==> config.mk <==
export PLATFORM = sky130hd
export DESIGN_NAME = fsg_regs
export DESIGN_NICKNAME = d
export VERILOG_FILES = /design/src/rtl/fsg_pkg.sv /design/src/rtl/fsg_sync_if.sv /design/src/rtl/fsg_sync.sv /design/src/rtl/fsg_regs.sv
export SDC_FILE = /design/constraint.sdc
export NUM_CORES = 1
export LEC_CHECK = 0
export BUFFER_PORTS_ARGS = -buffer_cell sky130_fd_sc_hd__buf_2
export CORE_ASPECT_RATIO = 1.75
export CORE_MARGIN = 2
export CORE_UTILIZATION = 57
export CTS_CLUSTER_SIZE = 24
export DETAILED_ROUTE_END_ITERATION = 12
export PLACE_DENSITY_LB_ADDON = 0.3
export SLEW_MARGIN = 20
export SYNTH_ARGS = -nofsm -noshare
export SYNTH_HDL_FRONTEND = slang
export SYNTH_SLANG_ARGS = --single-unit
==> constraint.sdc <==
create_clock -name i_clk -period 5.78 [get_ports i_clk]
set_input_delay 1.156 -clock i_clk [delete_from_list [all_inputs] [get_ports i_clk]]
set_output_delay 1.156 -clock i_clk [all_outputs]
set_load 0.01 [all_outputs]
==> src/rtl/fsg_pkg.sv <==
package fsg_pkg;

  // ******************************************************
  // Register offsets
  // ******************************************************
  localparam logic [7:0] FAULT_CTRL_ADDR   = 8'h04;
  localparam logic [7:0] POS_FLAGS_ADDR    = 8'h12;
  localparam logic [7:0] NEG_FLAGS_ADDR    = 8'h13;
  localparam logic [7:0] GPIO_ADDR         = 8'h14;
  localparam logic [7:0] CLK_CTRL_ADDR     = 8'h20;
  localparam logic [7:0] IRQ_STATUS_ADDR   = 8'h21;
  localparam logic [7:0] IRQ_MASK_ADDR     = 8'h22;

  // ******************************************************
  // Field positions
  // ******************************************************
  localparam int THRESH_LSB     = 5;
  localparam int THRESH_MSB     = 7;
  localparam int PIN_DATA_LSB   = 4;
  localparam int PIN_DATA_MSB   = 7;
  localparam int PIN_DIR_LSB    = 0;
  localparam int PIN_DIR_MSB    = 3;
  localparam int CLK_OUT_EN_BIT = 0;
  localparam int RATE_LSB       = 1;
  localparam int RATE_MSB       = 3;
  localparam int IRQ_POS_BIT    = 0;
  localparam int IRQ_NEG_BIT    = 1;
  localparam int IRQ_DONE_BIT   = 2;
  localparam int IRQ_PIN_BIT    = 3;

  // ******************************************************
  // Reset values
  // ******************************************************
  localparam logic [7:0] FAULT_CTRL_RST = 8'h00;
  localparam logic [7:0] FLAGS_RST      = 8'h00;
  localparam logic [3:0] PIN_DATA_RST   = 4'h0;
  localparam logic [3:0] PIN_DIR_RST    = 4'hf;
  localparam logic [7:0] CLK_CTRL_RST   = 8'h00;
  localparam logic [3:0] IRQ_RST        = 4'h0;

  // ******************************************************
  // Sizes and timing
  // ******************************************************
  localparam int CHANNELS  = 8;
  localparam int PINS      = 4;
  localparam int SYNC_BITS = 7;
  localparam int CLK_MHZ   = 100;
  localparam int OSC_HALF_NS = 40;
  localparam int OSC_HALF_CYC = (OSC_HALF_NS * CLK_MHZ) / 1000;
  // Conversion clock ticks for the fastest data rate code
  localparam int CONV_BASE_TICKS = 16;

  // ******************************************************
  // Comparator levels on a 0 to 255 code scale
  // ******************************************************
  localparam logic [7:0] HIGH_LEVEL [8] = '{
    8'hf2, 8'hec, 8'he6, 8'hdf, 8'hd9, 8'hcc, 8'hbf, 8'hb3
  };

  // Conversion sequencer states
  typedef enum logic [1:0] {
    CONV_IDLE,
    CONV_RUN,
    CONV_DONE
  } fsg_conv_type;

endpackage : fsg_pkg

==> src/rtl/fsg_sync_if.sv <==
`timescale 1ns/1ns
`default_nettype none

// ******************************************************
// Raw pin levels in, two-stage synchronised levels out
// ******************************************************
interface fsg_sync_if #(parameter int W = 1);
  logic [W-1:0] async_in;
  logic [W-1:0] sync_out;

  modport src (output async_in, input sync_out);
  modport syn (input async_in, output sync_out);
endinterface : fsg_sync_if

`default_nettype wire

==> src/rtl/fsg_sync.sv <==
`timescale 1ns/1ns
`default_nettype none

module fsg_sync (
  // Clock and reset
  input  wire logic   i_clk,
  input  wire logic   i_sys_rst,
  // Pin levels
  fsg_sync_if.syn     sif
);

  logic [$bits(sif.async_in)-1:0] meta_ff;
  logic [$bits(sif.async_in)-1:0] stable_ff;
  logic [$bits(sif.async_in)-1:0] nxt_meta;
  logic [$bits(sif.async_in)-1:0] nxt_stable;

  // Next stage values
  always_comb begin
    nxt_meta   = sif.async_in;
    nxt_stable = meta_ff;
  end

  // Two flip-flop chain
  always_ff @(posedge i_clk) begin
    if (i_sys_rst) begin
      meta_ff   <= '0;
      stable_ff <= '0;
    end else begin
      meta_ff   <= nxt_meta;
      stable_ff <= nxt_stable;
    end
  end

  assign sif.sync_out = stable_ff;

endmodule : fsg_sync

`default_nettype wire

==> src/rtl/fsg_regs.sv <==
// What this block does
// - Positive fault byte, bit 7 channel 8 down to bit 0 channel 1.
// - Negative fault byte at 13h, resets to 00h, same bit order.
// - Each fault bit compares its input against the selected threshold.
// - Fault bytes are read-only, ignore writes, and are zero after reset.
// - Pin register at 14h resets to 0Fh; data 7-4, direction 3-0.
// - Direction 0 makes a pin output, 1 input; all inputs after reset.
// - Writing pin data drives output pins and does nothing for inputs.
// - Start rise to done fall is a fixed delay per data rate.
// - Only one device drives its oscillator out; others take it in.
// - Threshold field sits in bits 7-5 of 04h; 000 is 95% and 5%.
//
// The strobed register port was decided locally.
`timescale 1ns/1ns
`default_nettype none

module fsg_regs (
  // Clock and reset
  input  wire logic        i_clk,
  input  wire logic        i_sys_rst,
  // Register port
  input  wire logic [7:0]  i_addr,
  input  wire logic [7:0]  i_wdata,
  input  wire logic        i_wr,
  input  wire logic        i_rd,
  output logic      [7:0]  o_rdata,
  // Converter codes, channel n in bits 8n-1..8n-8
  input  wire logic [63:0] i_pos_code,
  input  wire logic [63:0] i_neg_code,
  // General-purpose pins
  input  wire logic [3:0]  i_pin_in,
  output logic      [3:0]  o_pin_out,
  output logic      [3:0]  o_pin_oe,
  // Conversion control
  input  wire logic        i_start,
  output logic             o_conversion_done_indication_n,
  // Clock sharing
  input  wire logic        i_clock_source_select_pin,
  input  wire logic        i_ext_clk,
  output logic             o_clk_out,
  output logic             o_clk_out_oe,
  // Interrupt
  output logic             o_irq
);

  // ******************************************************
  // Pin synchronisers
  // ******************************************************
  fsg_sync_if #(.W(fsg_pkg::SYNC_BITS)) pins_if ();

  assign pins_if.async_in = {i_ext_clk, i_clock_source_select_pin,
                             i_start, i_pin_in};

  fsg_sync u_sync (
    .i_clk     (i_clk),
    .i_sys_rst (i_sys_rst),
    .sif       (pins_if.syn)
  );

  logic [3:0] pin_level;
  logic       start_lvl;
  logic       osc_select;
  logic       ext_clk_lvl;

  // Synchronised pin levels
  assign pin_level   = pins_if.sync_out[3:0];
  assign start_lvl   = pins_if.sync_out[4];
  assign osc_select  = pins_if.sync_out[5];
  assign ext_clk_lvl = pins_if.sync_out[6];

  // ******************************************************
  // Register state
  // ******************************************************
  logic [2:0] comparator_threshold_field_ff;
  logic [2:0] nxt_threshold;
  logic [7:0] positive_input_fault_flags_ff;
  logic [7:0] nxt_pos_flags;
  logic [7:0] negative_input_fault_flags_ff;
  logic [7:0] nxt_neg_flags;
  logic [3:0] pin_data_field_ff;
  logic [3:0] nxt_pin_data;
  logic [3:0] pin_direction_field_ff;
  logic [3:0] nxt_pin_dir;
  logic       clk_out_en_ff;
  logic       nxt_clk_out_en;
  logic [2:0] rate_ff;
  logic [2:0] nxt_rate;
  logic [3:0] irq_status_ff;
  logic [3:0] nxt_irq_status;
  logic [3:0] irq_mask_ff;
  logic [3:0] nxt_irq_mask;
  logic [7:0] rdata_ff;
  logic [7:0] nxt_rdata;
  logic [3:0] pin_prev_ff;
  logic [3:0] nxt_pin_prev;

  logic [7:0] high_lvl;
  logic [7:0] low_lvl;
  logic [3:0] irq_events;
  logic [3:0] wr_dir;
  logic       done_fall;

  // Threshold pair from the control field
  always_comb begin
    high_lvl = fsg_pkg::HIGH_LEVEL[comparator_threshold_field_ff];
    low_lvl  = 8'hff - high_lvl;
  end

  // Per-channel comparisons, channel 1 in bit 0
  always_comb begin
    for (int ch = 0; ch < fsg_pkg::CHANNELS; ch++) begin
      nxt_pos_flags[ch] = (i_pos_code[ch*8 +: 8] > high_lvl) ||
                          (i_pos_code[ch*8 +: 8] < low_lvl);
      nxt_neg_flags[ch] = (i_neg_code[ch*8 +: 8] > high_lvl) ||
                          (i_neg_code[ch*8 +: 8] < low_lvl);
    end
  end

  // Write and read decode
  always_comb begin
    nxt_threshold  = comparator_threshold_field_ff;
    nxt_pin_data   = pin_data_field_ff;
    nxt_pin_dir    = pin_direction_field_ff;
    nxt_clk_out_en = clk_out_en_ff;
    nxt_rate       = rate_ff;
    nxt_irq_mask   = irq_mask_ff;
    nxt_rdata      = 8'h00;
    nxt_pin_prev   = pin_level;
    wr_dir         = i_wdata[fsg_pkg::PIN_DIR_MSB:fsg_pkg::PIN_DIR_LSB];
    if (i_wr) begin
      unique case (i_addr)
        fsg_pkg::FAULT_CTRL_ADDR: begin
          nxt_threshold =
            i_wdata[fsg_pkg::THRESH_MSB:fsg_pkg::THRESH_LSB];
        end
        fsg_pkg::GPIO_ADDR: begin
          nxt_pin_dir = wr_dir;
          for (int p = 0; p < fsg_pkg::PINS; p++) begin
            if (!wr_dir[p]) begin
              nxt_pin_data[p] = i_wdata[fsg_pkg::PIN_DATA_LSB + p];
            end
          end
        end
        fsg_pkg::CLK_CTRL_ADDR: begin
          nxt_clk_out_en = i_wdata[fsg_pkg::CLK_OUT_EN_BIT];
          nxt_rate = i_wdata[fsg_pkg::RATE_MSB:fsg_pkg::RATE_LSB];
        end
        fsg_pkg::IRQ_MASK_ADDR: begin
          nxt_irq_mask = i_wdata[3:0];
        end
        default: begin
          // Fault bytes, status and unmapped writes are dropped
        end
      endcase
    end
    if (i_rd) begin
      unique case (i_addr)
        fsg_pkg::FAULT_CTRL_ADDR: begin
          nxt_rdata = {comparator_threshold_field_ff, 5'h00};
        end
        fsg_pkg::POS_FLAGS_ADDR: nxt_rdata = positive_input_fault_flags_ff;
        fsg_pkg::NEG_FLAGS_ADDR: nxt_rdata = negative_input_fault_flags_ff;
        fsg_pkg::GPIO_ADDR: begin
          nxt_rdata = {pin_level, pin_direction_field_ff};
        end
        fsg_pkg::CLK_CTRL_ADDR: nxt_rdata = {4'h0, rate_ff, clk_out_en_ff};
        fsg_pkg::IRQ_STATUS_ADDR: nxt_rdata = {4'h0, irq_status_ff};
        fsg_pkg::IRQ_MASK_ADDR: nxt_rdata = {4'h0, irq_mask_ff};
        default: nxt_rdata = 8'h00;
      endcase
    end
  end

  // Sticky events; a new event wins over the read clear
  always_comb begin
    irq_events = 4'h0;
    irq_events[fsg_pkg::IRQ_POS_BIT] =
      |(nxt_pos_flags & ~positive_input_fault_flags_ff);
    irq_events[fsg_pkg::IRQ_NEG_BIT] =
      |(nxt_neg_flags & ~negative_input_fault_flags_ff);
    irq_events[fsg_pkg::IRQ_DONE_BIT] = done_fall;
    irq_events[fsg_pkg::IRQ_PIN_BIT] =
      |((pin_level ^ pin_prev_ff) & pin_direction_field_ff);
    nxt_irq_status = irq_status_ff;
    if (i_rd && (i_addr == fsg_pkg::IRQ_STATUS_ADDR)) begin
      nxt_irq_status = 4'h0;
    end
    nxt_irq_status = nxt_irq_status | irq_events;
  end

  // Register file flip-flops
  always_ff @(posedge i_clk) begin
    if (i_sys_rst) begin
      comparator_threshold_field_ff <= fsg_pkg::FAULT_CTRL_RST[7:5];
      positive_input_fault_flags_ff <= fsg_pkg::FLAGS_RST;
      negative_input_fault_flags_ff <= fsg_pkg::FLAGS_RST;
      pin_data_field_ff      <= fsg_pkg::PIN_DATA_RST;
      pin_direction_field_ff <= fsg_pkg::PIN_DIR_RST;
      clk_out_en_ff          <= fsg_pkg::CLK_CTRL_RST[0];
      rate_ff                <= fsg_pkg::CLK_CTRL_RST[3:1];
      irq_status_ff          <= fsg_pkg::IRQ_RST;
      irq_mask_ff            <= fsg_pkg::IRQ_RST;
      rdata_ff               <= 8'h00;
      pin_prev_ff            <= 4'h0;
    end else begin
      comparator_threshold_field_ff <= nxt_threshold;
      positive_input_fault_flags_ff <= nxt_pos_flags;
      negative_input_fault_flags_ff <= nxt_neg_flags;
      pin_data_field_ff      <= nxt_pin_data;
      pin_direction_field_ff <= nxt_pin_dir;
      clk_out_en_ff          <= nxt_clk_out_en;
      rate_ff                <= nxt_rate;
      irq_status_ff          <= nxt_irq_status;
      irq_mask_ff            <= nxt_irq_mask;
      rdata_ff               <= nxt_rdata;
      pin_prev_ff            <= nxt_pin_prev;
    end
  end

  // ******************************************************
  // Pin drivers and interrupt
  // ******************************************************
  assign o_pin_out = pin_data_field_ff;
  assign o_pin_oe  = ~pin_direction_field_ff;
  assign o_rdata   = rdata_ff;
  assign o_irq     = |(irq_status_ff & irq_mask_ff);

  // ******************************************************
  // Oscillator, shared clock and conversion timing
  // ******************************************************
  logic [7:0]           osc_cnt_ff;
  logic [7:0]           nxt_osc_cnt;
  logic                 osc_ff;
  logic                 nxt_osc;
  logic                 ext_prev_ff;
  logic                 start_prev_ff;
  logic                 conv_tick;
  logic                 start_rise;
  fsg_pkg::fsg_conv_type conv_ff;
  fsg_pkg::fsg_conv_type nxt_conv;
  logic [11:0]          conv_cnt_ff;
  logic [11:0]          nxt_conv_cnt;
  logic [11:0]          conv_len;
  logic                 done_n_ff;
  logic                 nxt_done_n;

  // Internal oscillator from the system clock
  always_comb begin
    nxt_osc_cnt = osc_cnt_ff + 8'h01;
    nxt_osc     = osc_ff;
    if (osc_cnt_ff == 8'(fsg_pkg::OSC_HALF_CYC - 1)) begin
      nxt_osc_cnt = 8'h00;
      nxt_osc     = ~osc_ff;
    end
  end

  // Tick from the selected conversion clock
  always_comb begin
    start_rise = start_lvl && !start_prev_ff;
    if (osc_select) begin
      conv_tick = nxt_osc && !osc_ff;
    end else begin
      conv_tick = ext_clk_lvl && !ext_prev_ff;
    end
    conv_len = 12'(fsg_pkg::CONV_BASE_TICKS) << rate_ff;
  end

  // Fixed delay from start rise to done fall
  always_comb begin
    nxt_conv     = conv_ff;
    nxt_conv_cnt = conv_cnt_ff;
    nxt_done_n   = done_n_ff;
    done_fall    = 1'b0;
    if (start_rise) begin
      nxt_conv     = fsg_pkg::CONV_RUN;
      nxt_conv_cnt = 12'h000;
      nxt_done_n   = 1'b1;
    end else begin
      unique case (conv_ff)
        fsg_pkg::CONV_IDLE: begin
        end
        fsg_pkg::CONV_RUN: begin
          if (conv_tick) begin
            nxt_conv_cnt = conv_cnt_ff + 12'h001;
            if (conv_cnt_ff == conv_len - 12'h001) begin
              nxt_conv   = fsg_pkg::CONV_DONE;
              nxt_done_n = 1'b0;
              done_fall  = 1'b1;
            end
          end
        end
        fsg_pkg::CONV_DONE: begin
        end
      endcase
    end
  end

  // Timing flip-flops
  always_ff @(posedge i_clk) begin
    if (i_sys_rst) begin
      osc_cnt_ff    <= 8'h00;
      osc_ff        <= 1'b0;
      ext_prev_ff   <= 1'b0;
      start_prev_ff <= 1'b0;
      conv_ff       <= fsg_pkg::CONV_IDLE;
      conv_cnt_ff   <= 12'h000;
      done_n_ff     <= 1'b1;
    end else begin
      osc_cnt_ff    <= nxt_osc_cnt;
      osc_ff        <= nxt_osc;
      ext_prev_ff   <= ext_clk_lvl;
      start_prev_ff <= start_lvl;
      conv_ff       <= nxt_conv;
      conv_cnt_ff   <= nxt_conv_cnt;
      done_n_ff     <= nxt_done_n;
    end
  end

  // Oscillator drives out only on the clock source device
  assign o_clk_out    = osc_ff & osc_select & clk_out_en_ff;
  assign o_clk_out_oe = osc_select & clk_out_en_ff;
  assign o_conversion_done_indication_n = done_n_ff;

endmodule : fsg_regs

`default_nettype wire

# Word-level counts from Yosys, hierarchy flattened
# Memory sizes are Yosys's and may differ from the RTL's.
# Cells that the tools add are included.
dict set report totals {
  memories 1
  ff_bits 91
  latch_bits 0
  mem_bits_rw 0
  inputBits 155
  wordCells 150
  mem_bits_ro 64
}
dict set report op_classes {
  div_mod_pow 0
  n_shift 1
  n_lt_le_gt_ge 33
  eq_ne 10
  addsub 4
  n_bitwise 19
  mul 0
  mux 14
  reduce_logical 44
}
# name words word_bits rd rd_clocked_by_memory_dff wr line_no
set memory_table {}
lappend memory_table {{(no name shown)} 8 8 1 0 0 fsg_regs.sv:105} ;# high_lvl = fsg_pkg::HIGH_LEVEL[comparator_threshold_field_ff];
# cell n
set op_table {}
lappend op_table {{greater-than comparator 8 bit} 16}
lappend op_table {{< comparator 8 bit} 16}
lappend op_table {{one-hot mux 8 bit (7 select lines)} 1}
lappend op_table {{== test 8 x 5 -> 1 bit, second input constant} 3}
lappend op_table {{== test 8 x 6 -> 1 bit, second input constant} 3}
lappend op_table {{AND reduction 3 bit} 6}
lappend op_table {{AND 8 bit} 2}
lappend op_table {{logical OR 1 bit} 16}
lappend op_table {{two-way mux 8 bit} 2}
lappend op_table {{inverter 8 bit} 2}
lappend op_table {{OR reduction 8 bit} 2}
lappend op_table {{adder 12 x 1 -> 12 bit, second input constant} 1}
lappend op_table {{== test 12 bit} 1}
lappend op_table {{left shift 5 x 3 -> 12 bit, first input constant} 1}
lappend op_table {{subtractor 12 x 1 -> 12 bit, second input constant} 1}
lappend op_table {{two-way mux 1 bit} 10}
lappend op_table {{AND reduction 2 bit} 5}
lappend op_table {{adder 8 x 1 -> 8 bit, second input constant} 1}
lappend op_table {{AND 4 bit} 2}
lappend op_table {{== test 8 x 2 -> 1 bit, second input constant} 1}
lappend op_table {{== test 8 x 3 -> 1 bit, second input constant} 1}
lappend op_table {{OR reduction 4 bit} 2}
lappend op_table {{subtractor 8 bit, first input constant} 1}
lappend op_table {{inverter 1 bit} 6}
lappend op_table {{other kinds (12)} 23}

# Depth between registers and ports, before layout
dict set report logic_depth {
  depth_word 10
  depth_mapped 13
}

# Cells and area by module
# A second synthesis with hierarchy kept.
dict set report hier_totals {
  cells_unflattened 1036
  area_unflattened_um2 8993.6
}
# module seq_area_each_um2 area_per_inst_um2 cells_each n_inst
set by_module_without_submodules {}
lappend by_module_without_submodules {fsg_regs 1541.5 8585.7 1007 1}
lappend by_module_without_submodules {fsg_sync 280.3 407.9 29 1}

# Least setup slack after synthesis
# OpenSTA, ideal clock, no wires.
dict set report synth_timing {
  path_type {flip-flop to flip-flop}
  startpoint {register comparator_threshold_field_ff[2]}
  endpoint {register irq_status_ff[0]}
  period_less_slack_ns 4.492
  setup_slack_ns 1.288
  setup_ns 0.145
  path_buffers 2
  t_required_ns 5.635
  path_stages_with_launch 13
  arrival_time_ns 4.347
  path_cell_list {dfxtp_1 buf_6 nor2b_4 buf_6 a21oi_1 inv_1 ha_1 o311ai_0 nand4_1 a22oi_1 nor2_1 a2111oi_0 a41oi_1}
}
dict set report synth_between {
  elab_chain_cells 10
}
# item line_no
set synth_lines {}
lappend synth_lines {{from (decl)} fsg_regs.sv:74} ;# logic [2:0] comparator_threshold_field_ff;
lappend synth_lines {{from (signal assigned)} fsg_regs.sv:194} ;# comparator_threshold_field_ff <= fsg_pkg::FAULT_CTRL_RST[7:5];
lappend synth_lines {{from (signal assigned)} fsg_regs.sv:206} ;# comparator_threshold_field_ff <= nxt_threshold;
lappend synth_lines {{inverter 3 -> 4 bit (implied by the code) *} fsg_regs.sv:105}
lappend synth_lines {{memory (8 x 8 bit) *} n/a}
lappend synth_lines {{two-way mux 8 bit (implied by the code) * (2 in series)} fsg_regs.sv:105}
lappend synth_lines {{subtractor 8 bit} fsg_regs.sv:106} ;# low_lvl = 8'hff - high_lvl;
lappend synth_lines {{< comparator 8 bit} fsg_regs.sv:113} ;# (i_pos_code[ch*8 +: 8] < low_lvl);
lappend synth_lines {{logical OR 1 bit} fsg_regs.sv:112} ;# nxt_pos_flags[ch] = (i_pos_code[ch*8 +: 8] > high_lvl) ||
lappend synth_lines {{AND 8 bit *} fsg_regs.sv:178} ;# |(nxt_pos_flags & ~positive_input_fault_flags_ff);
lappend synth_lines {{OR reduction 8 bit *} fsg_regs.sv:178}
lappend synth_lines {{OR 4 bit *} fsg_regs.sv:188} ;# nxt_irq_status = nxt_irq_status | irq_events;
lappend synth_lines {{to (signal assigned)} fsg_regs.sv:201} ;# irq_status_ff <= fsg_pkg::IRQ_RST;
lappend synth_lines {{to (signal assigned)} fsg_regs.sv:213} ;# irq_status_ff <= nxt_irq_status;
lappend synth_lines {{to (decl)} fsg_regs.sv:88} ;# logic [3:0] irq_status_ff;
# Mark *: on every way between the ends. The rest lies on a longest branch, timed or not. The select of a mux whose other input is x is not followed.
# A chain may end at the register's enable or synchronous reset.

# Worst setup path after layout
dict set report layout_timing {
  startpoint {register comparator_threshold_field_ff[1]}
  endpoint {register irq_status_ff[0]}
}
# The elaborated chain is that of the path after synthesis.

==> results list <==
* RSZ-0062 raised after global routing: no
- FF-to-FF path depth: 11
- Max-cap viol count: 0
- STA classifies the critical path startpoint as a flop.
* Top metal layer carrying routed signals: met4
* Arrival @ worst endpoint: ~4300 ps
- Hold_buf cts: 0
* Outcome: finished clean
* Met3 routed wirelength: 1.29 mm
* Clock power frac: 39.4%
- Number of rows in the core area: 60
* Core region area: 15,300 µm²
- Ys async rst share: 0%
- Final layout net count: 1,585
* Largest voltage drop on the vdd net: 0.144 mV
- Drt via density: 6.07
- Net Count, Synth: 1,412
* Pint: 1.13 mW
- Number of antenna cells inserted: 0
- GRT overflow: 0
- The number of pins with negative max-slew slack in the final report is 0.
* Remaining routing DRC violations: 0
- The smallest clock period supported by the final layout is computed as just over 4000 ps.
- In this run the number of H-tree levels came out at 3.
- Post-CTS setup repair buffer count: 0
* Maximum fanout count along the critical path: 17
- From left edge to right edge, the die measures 98.4 µm.
- DP Worst Slack: 1780 ps
- The via count of the first global-routing pass came to roughly 8,400.
- Once placement finished, the instance area stood at ~10000 µm².
* Crit share post-route: 70.4%
* Worst reg-to-reg setup slack: around 1700 ps
- Hold Worst Slack: 449 ps
- After routing the design area is roughly 10,000 µm².
* Switching Fraction: 28.6%
* Average detailed-routed wire length per instance: 18.4 µm
* Largest net degree at the start of global routing: 65
* FF-to-FF End: irq_status_ff[0]$_SDFF_PP0_
- Final Instance Count excl. Fillers: 1,390
* WP data required: roughly 6000 ps
- Adding up every negative setup slack in the final design gives 0 ps.
- In this run the static leakage power is 4.95 nW.
* Most frequent cells in the layout: sky130_fd_sc_hd__ha_1, sky130_fd_sc_hd__buf_2, sky130_fd_sc_hd__nor2_1, sky130_fd_sc_hd__dfxtp_1, sky130_fd_sc_hd__inv_1
- Met2 wire length: 13.3 mm
- Per report_power, the combinational group accounts for 19.0% of the total.
- Dominant register cell in the synthesized netlist: sky130_fd_sc_hd__dfxtp_1
* Initial standard-cell utilization of the core: between 50 and 60%
* Count of instances resized after the clock tree is built: 0
* Leading cell type in the layout, fill and taps excluded: sky130_fd_sc_hd__ha_1
- The worst hold path terminates at u_sync.sif.sync_out[0]$_SDFF_PP0_.
* Final Hold Viols: 0
* Antenna violation net count after detailed routing: 0
* Minimum setup slack in the final design: 1710 ps
* Count of different cell masters after synthesis: 75
- Count of boundary I/O pins: 175
- The first global-routing pass estimated approximately 40 mm of wire.
- Compared with the post-synthesis result, the final layout area differs by 15.7%.
- After layout, the design draws a total of 1.58 mW.
- Number of clock sinks: 91
- Worst-skew pair later-pin latency: 350 ps
- In this run the cell area of the synthesized design comes to slightly below 9000 µm².
* Vertical die dimension: 169 µm
- Transition time at the pin with the least slew margin: 951 ps
* Yosys warns: 0
- EDFF count, synth: 0
- Hold path start: u_sync.meta_ff[0]$_SDFF_PP0_
- Clock-pin slew was measured on the worst setup and hold paths at 70 ps.
- Setup violations remaining at the end of the flow were counted as 0.
- Worst hold path type: reg2reg
- Clock buffer depth: 2
* Launch instance of the worst register-to-register path: comparator_threshold_field_ff[1]$_SDFFE_PP0P_
- After technology mapping, the gate count stands at 1,026.
* Synth area leader: sky130_fd_sc_hd__ha_1
- Each instance of the synthesized netlist takes up on average 8.66 µm².
- Slew HR: 36.5%
- Final Wtd Congestion: between 0.9 and 1
- Proportion of netlist area held by the largest area contributor: around a third
- The first detailed-routing pass ran for 5 iterations.
- On the final layout, the worst clock skew is roughly 11 ps.
* CTS buffer count: 9
- Once detailed placement completed, the half-perimeter wirelength came to 19.6 mm.
* Port Buf Inserts: roughly 170
- Static timing analysis puts the maximum clock frequency at 246 MHz.
* Drt initial violations: between 400 and 500
* Detailed-routing wirelength on met1: approximately 9.2 mm
* Synth Register Bits: 91
* Proportion of synthesized chip area in sequential cells: 20.5%
- Net switching power of the design: 0.452 mW
- Wires add up to 25.5 mm.
- Power spread over the standard cell area amounts to 154 nW/µm².
* Full die area: 16,600 µm²
* Vias: 8,442
- Total routing resource utilization after global routing: ~30%
- The root buffer cell chosen for the clock tree is sky130_fd_sc_hd__clkbuf_16.
- Cells after DPL: ~1,400
* Cell depth of the worst hold path: 1
- The worst setup path is of the reg2reg kind.
- Type of destination of the critical path: flop
- TritonCTS built the clock tree.
- Post-route core utilization: between 60% and 70%
* Initial antenna violation count: 0
* Share of post-route cells with drive strength above 1: 18.3%
* Top cells by area, synth: sky130_fd_sc_hd__ha_1, sky130_fd_sc_hd__dfxtp_1, sky130_fd_sc_hd__nor2_1
- The share of total power dissipated in sequential elements is 41.6%.
final cells by class:
type | instances | area [µm²]
multi-input combinational | 848 | 6730
fill | 1357 | 5030
sequential | 91 | 1820
timing repair buffer | 180 | 916
inverter | 69 | 259
tap | 186 | 233
clock buffer | 9 | 225
clock inverter | 7 | 93.8
state kept, by name (all words and copies together), names as in the netlist:
name / cells
pin_prev_ff: 4
irq_mask_ff: 4
irq_status_ff: 4
osc_cnt_ff: 8
comparator_threshold_field_ff: 3
o_conversion_done_indication_n: 1
start_prev_ff: 1
o_rdata: 8
pin_direction_field_ff: 4
negative_input_fault_flags_ff: 8
conv_ff: 2
rate_ff: 3
osc_ff: 1
o_pin_out: 4
positive_input_fault_flags_ff: 8
u_sync.meta_ff: 7
conv_cnt_ff: 12
clk_out_en_ff: 1
u_sync.sif.sync_out: 7
ext_prev_ff: 1
worst max-delay path by stage:
stage	start	end	slack, ps	cells after the start
2_1_floorplan	comparator_threshold_field_ff[2]$_SDFFE_PP0P_	irq_status_ff[0]$_SDFF_PP0_	1290	12
3_3_place_gp	comparator_threshold_field_ff[1]$_SDFFE_PP0P_	irq_status_ff[0]$_SDFF_PP0_	1780	11
3_5_place_dp	comparator_threshold_field_ff[1]$_SDFFE_PP0P_	irq_status_ff[0]$_SDFF_PP0_	1780	11
4_1_cts	comparator_threshold_field_ff[1]$_SDFFE_PP0P_	irq_status_ff[0]$_SDFF_PP0_	1730	11
5_1_grt	comparator_threshold_field_ff[2]$_SDFFE_PP0P_	irq_status_ff[0]$_SDFF_PP0_	1410	10
6_report	comparator_threshold_field_ff[1]$_SDFFE_PP0P_	irq_status_ff[0]$_SDFF_PP0_	1710	11
synthesized netlist by cell type (8+ instances only):
cell type,number
sky130_fd_sc_hd__nor4bb_1,8
sky130_fd_sc_hd__nand2_1,36
sky130_fd_sc_hd__o21ai_0,40
sky130_fd_sc_hd__mux2i_1,30
sky130_fd_sc_hd__a22oi_1,11
sky130_fd_sc_hd__inv_1,69
sky130_fd_sc_hd__dfxtp_1,91
sky130_fd_sc_hd__xnor2_1,10
sky130_fd_sc_hd__nand2b_1,28
sky130_fd_sc_hd__nor2b_1,40
sky130_fd_sc_hd__nor2_1,129
sky130_fd_sc_hd__nand3_1,18
sky130_fd_sc_hd__a21o_1,9
sky130_fd_sc_hd__and3_1,8
sky130_fd_sc_hd__a211o_1,10
sky130_fd_sc_hd__a21oi_1,55
sky130_fd_sc_hd__nor3_1,18
sky130_fd_sc_hd__clkbuf_1,14
sky130_fd_sc_hd__nor4_1,17
sky130_fd_sc_hd__o211ai_1,10
sky130_fd_sc_hd__xor2_1,11
sky130_fd_sc_hd__ha_1,231
power by group through the flow:
stage | Combinational, mW | Sequential [mW] | Clock (mW)
4_1_cts | 0.297 | 0.657 | 0.625
6_report | 0.300 | 0.658 | 0.622
3_3_place_gp | 0.288 | 0.672 | 0
5_1_grt | 0.335 | 0.659 | 0.652
3_5_place_dp | 0.295 | 0.672 | 0
2_1_floorplan | 0.171 | 0.666 | 0
worst max-delay path, cell delays in order, from the launching register on:
cell	delay (ps)
sky130_fd_sc_hd__dfxtp_1	460
sky130_fd_sc_hd__inv_1	130
sky130_fd_sc_hd__ha_1	300
sky130_fd_sc_hd__a21o_1	730
sky130_fd_sc_hd__inv_1	650
sky130_fd_sc_hd__ha_1	390
sky130_fd_sc_hd__a21oi_1	180
sky130_fd_sc_hd__a31o_2	170
sky130_fd_sc_hd__a21oi_1	80
sky130_fd_sc_hd__o21ba_2	230
sky130_fd_sc_hd__a2111oi_0	420
sky130_fd_sc_hd__a41oi_1	170
cells by family after synthesis:
| logic type | synth area share, % |
|---|---|
| simple gates | 20.9 |
| buf+inv | 3.94 |
| fa+ha+maj | 32.5 |
| compound gates | 16.5 |
| flops | 20.5 |
| xor+xnor | 2.07 |
| mux | 3.51 |
routing by layer:
metal,vias up,track usage (%)
met5,-,0
met4,0,20.3
met3,122,3.17
met2,356,55.8
met1,3913,30.8
li1,4051,-
(Power assumes the default switching activity.)
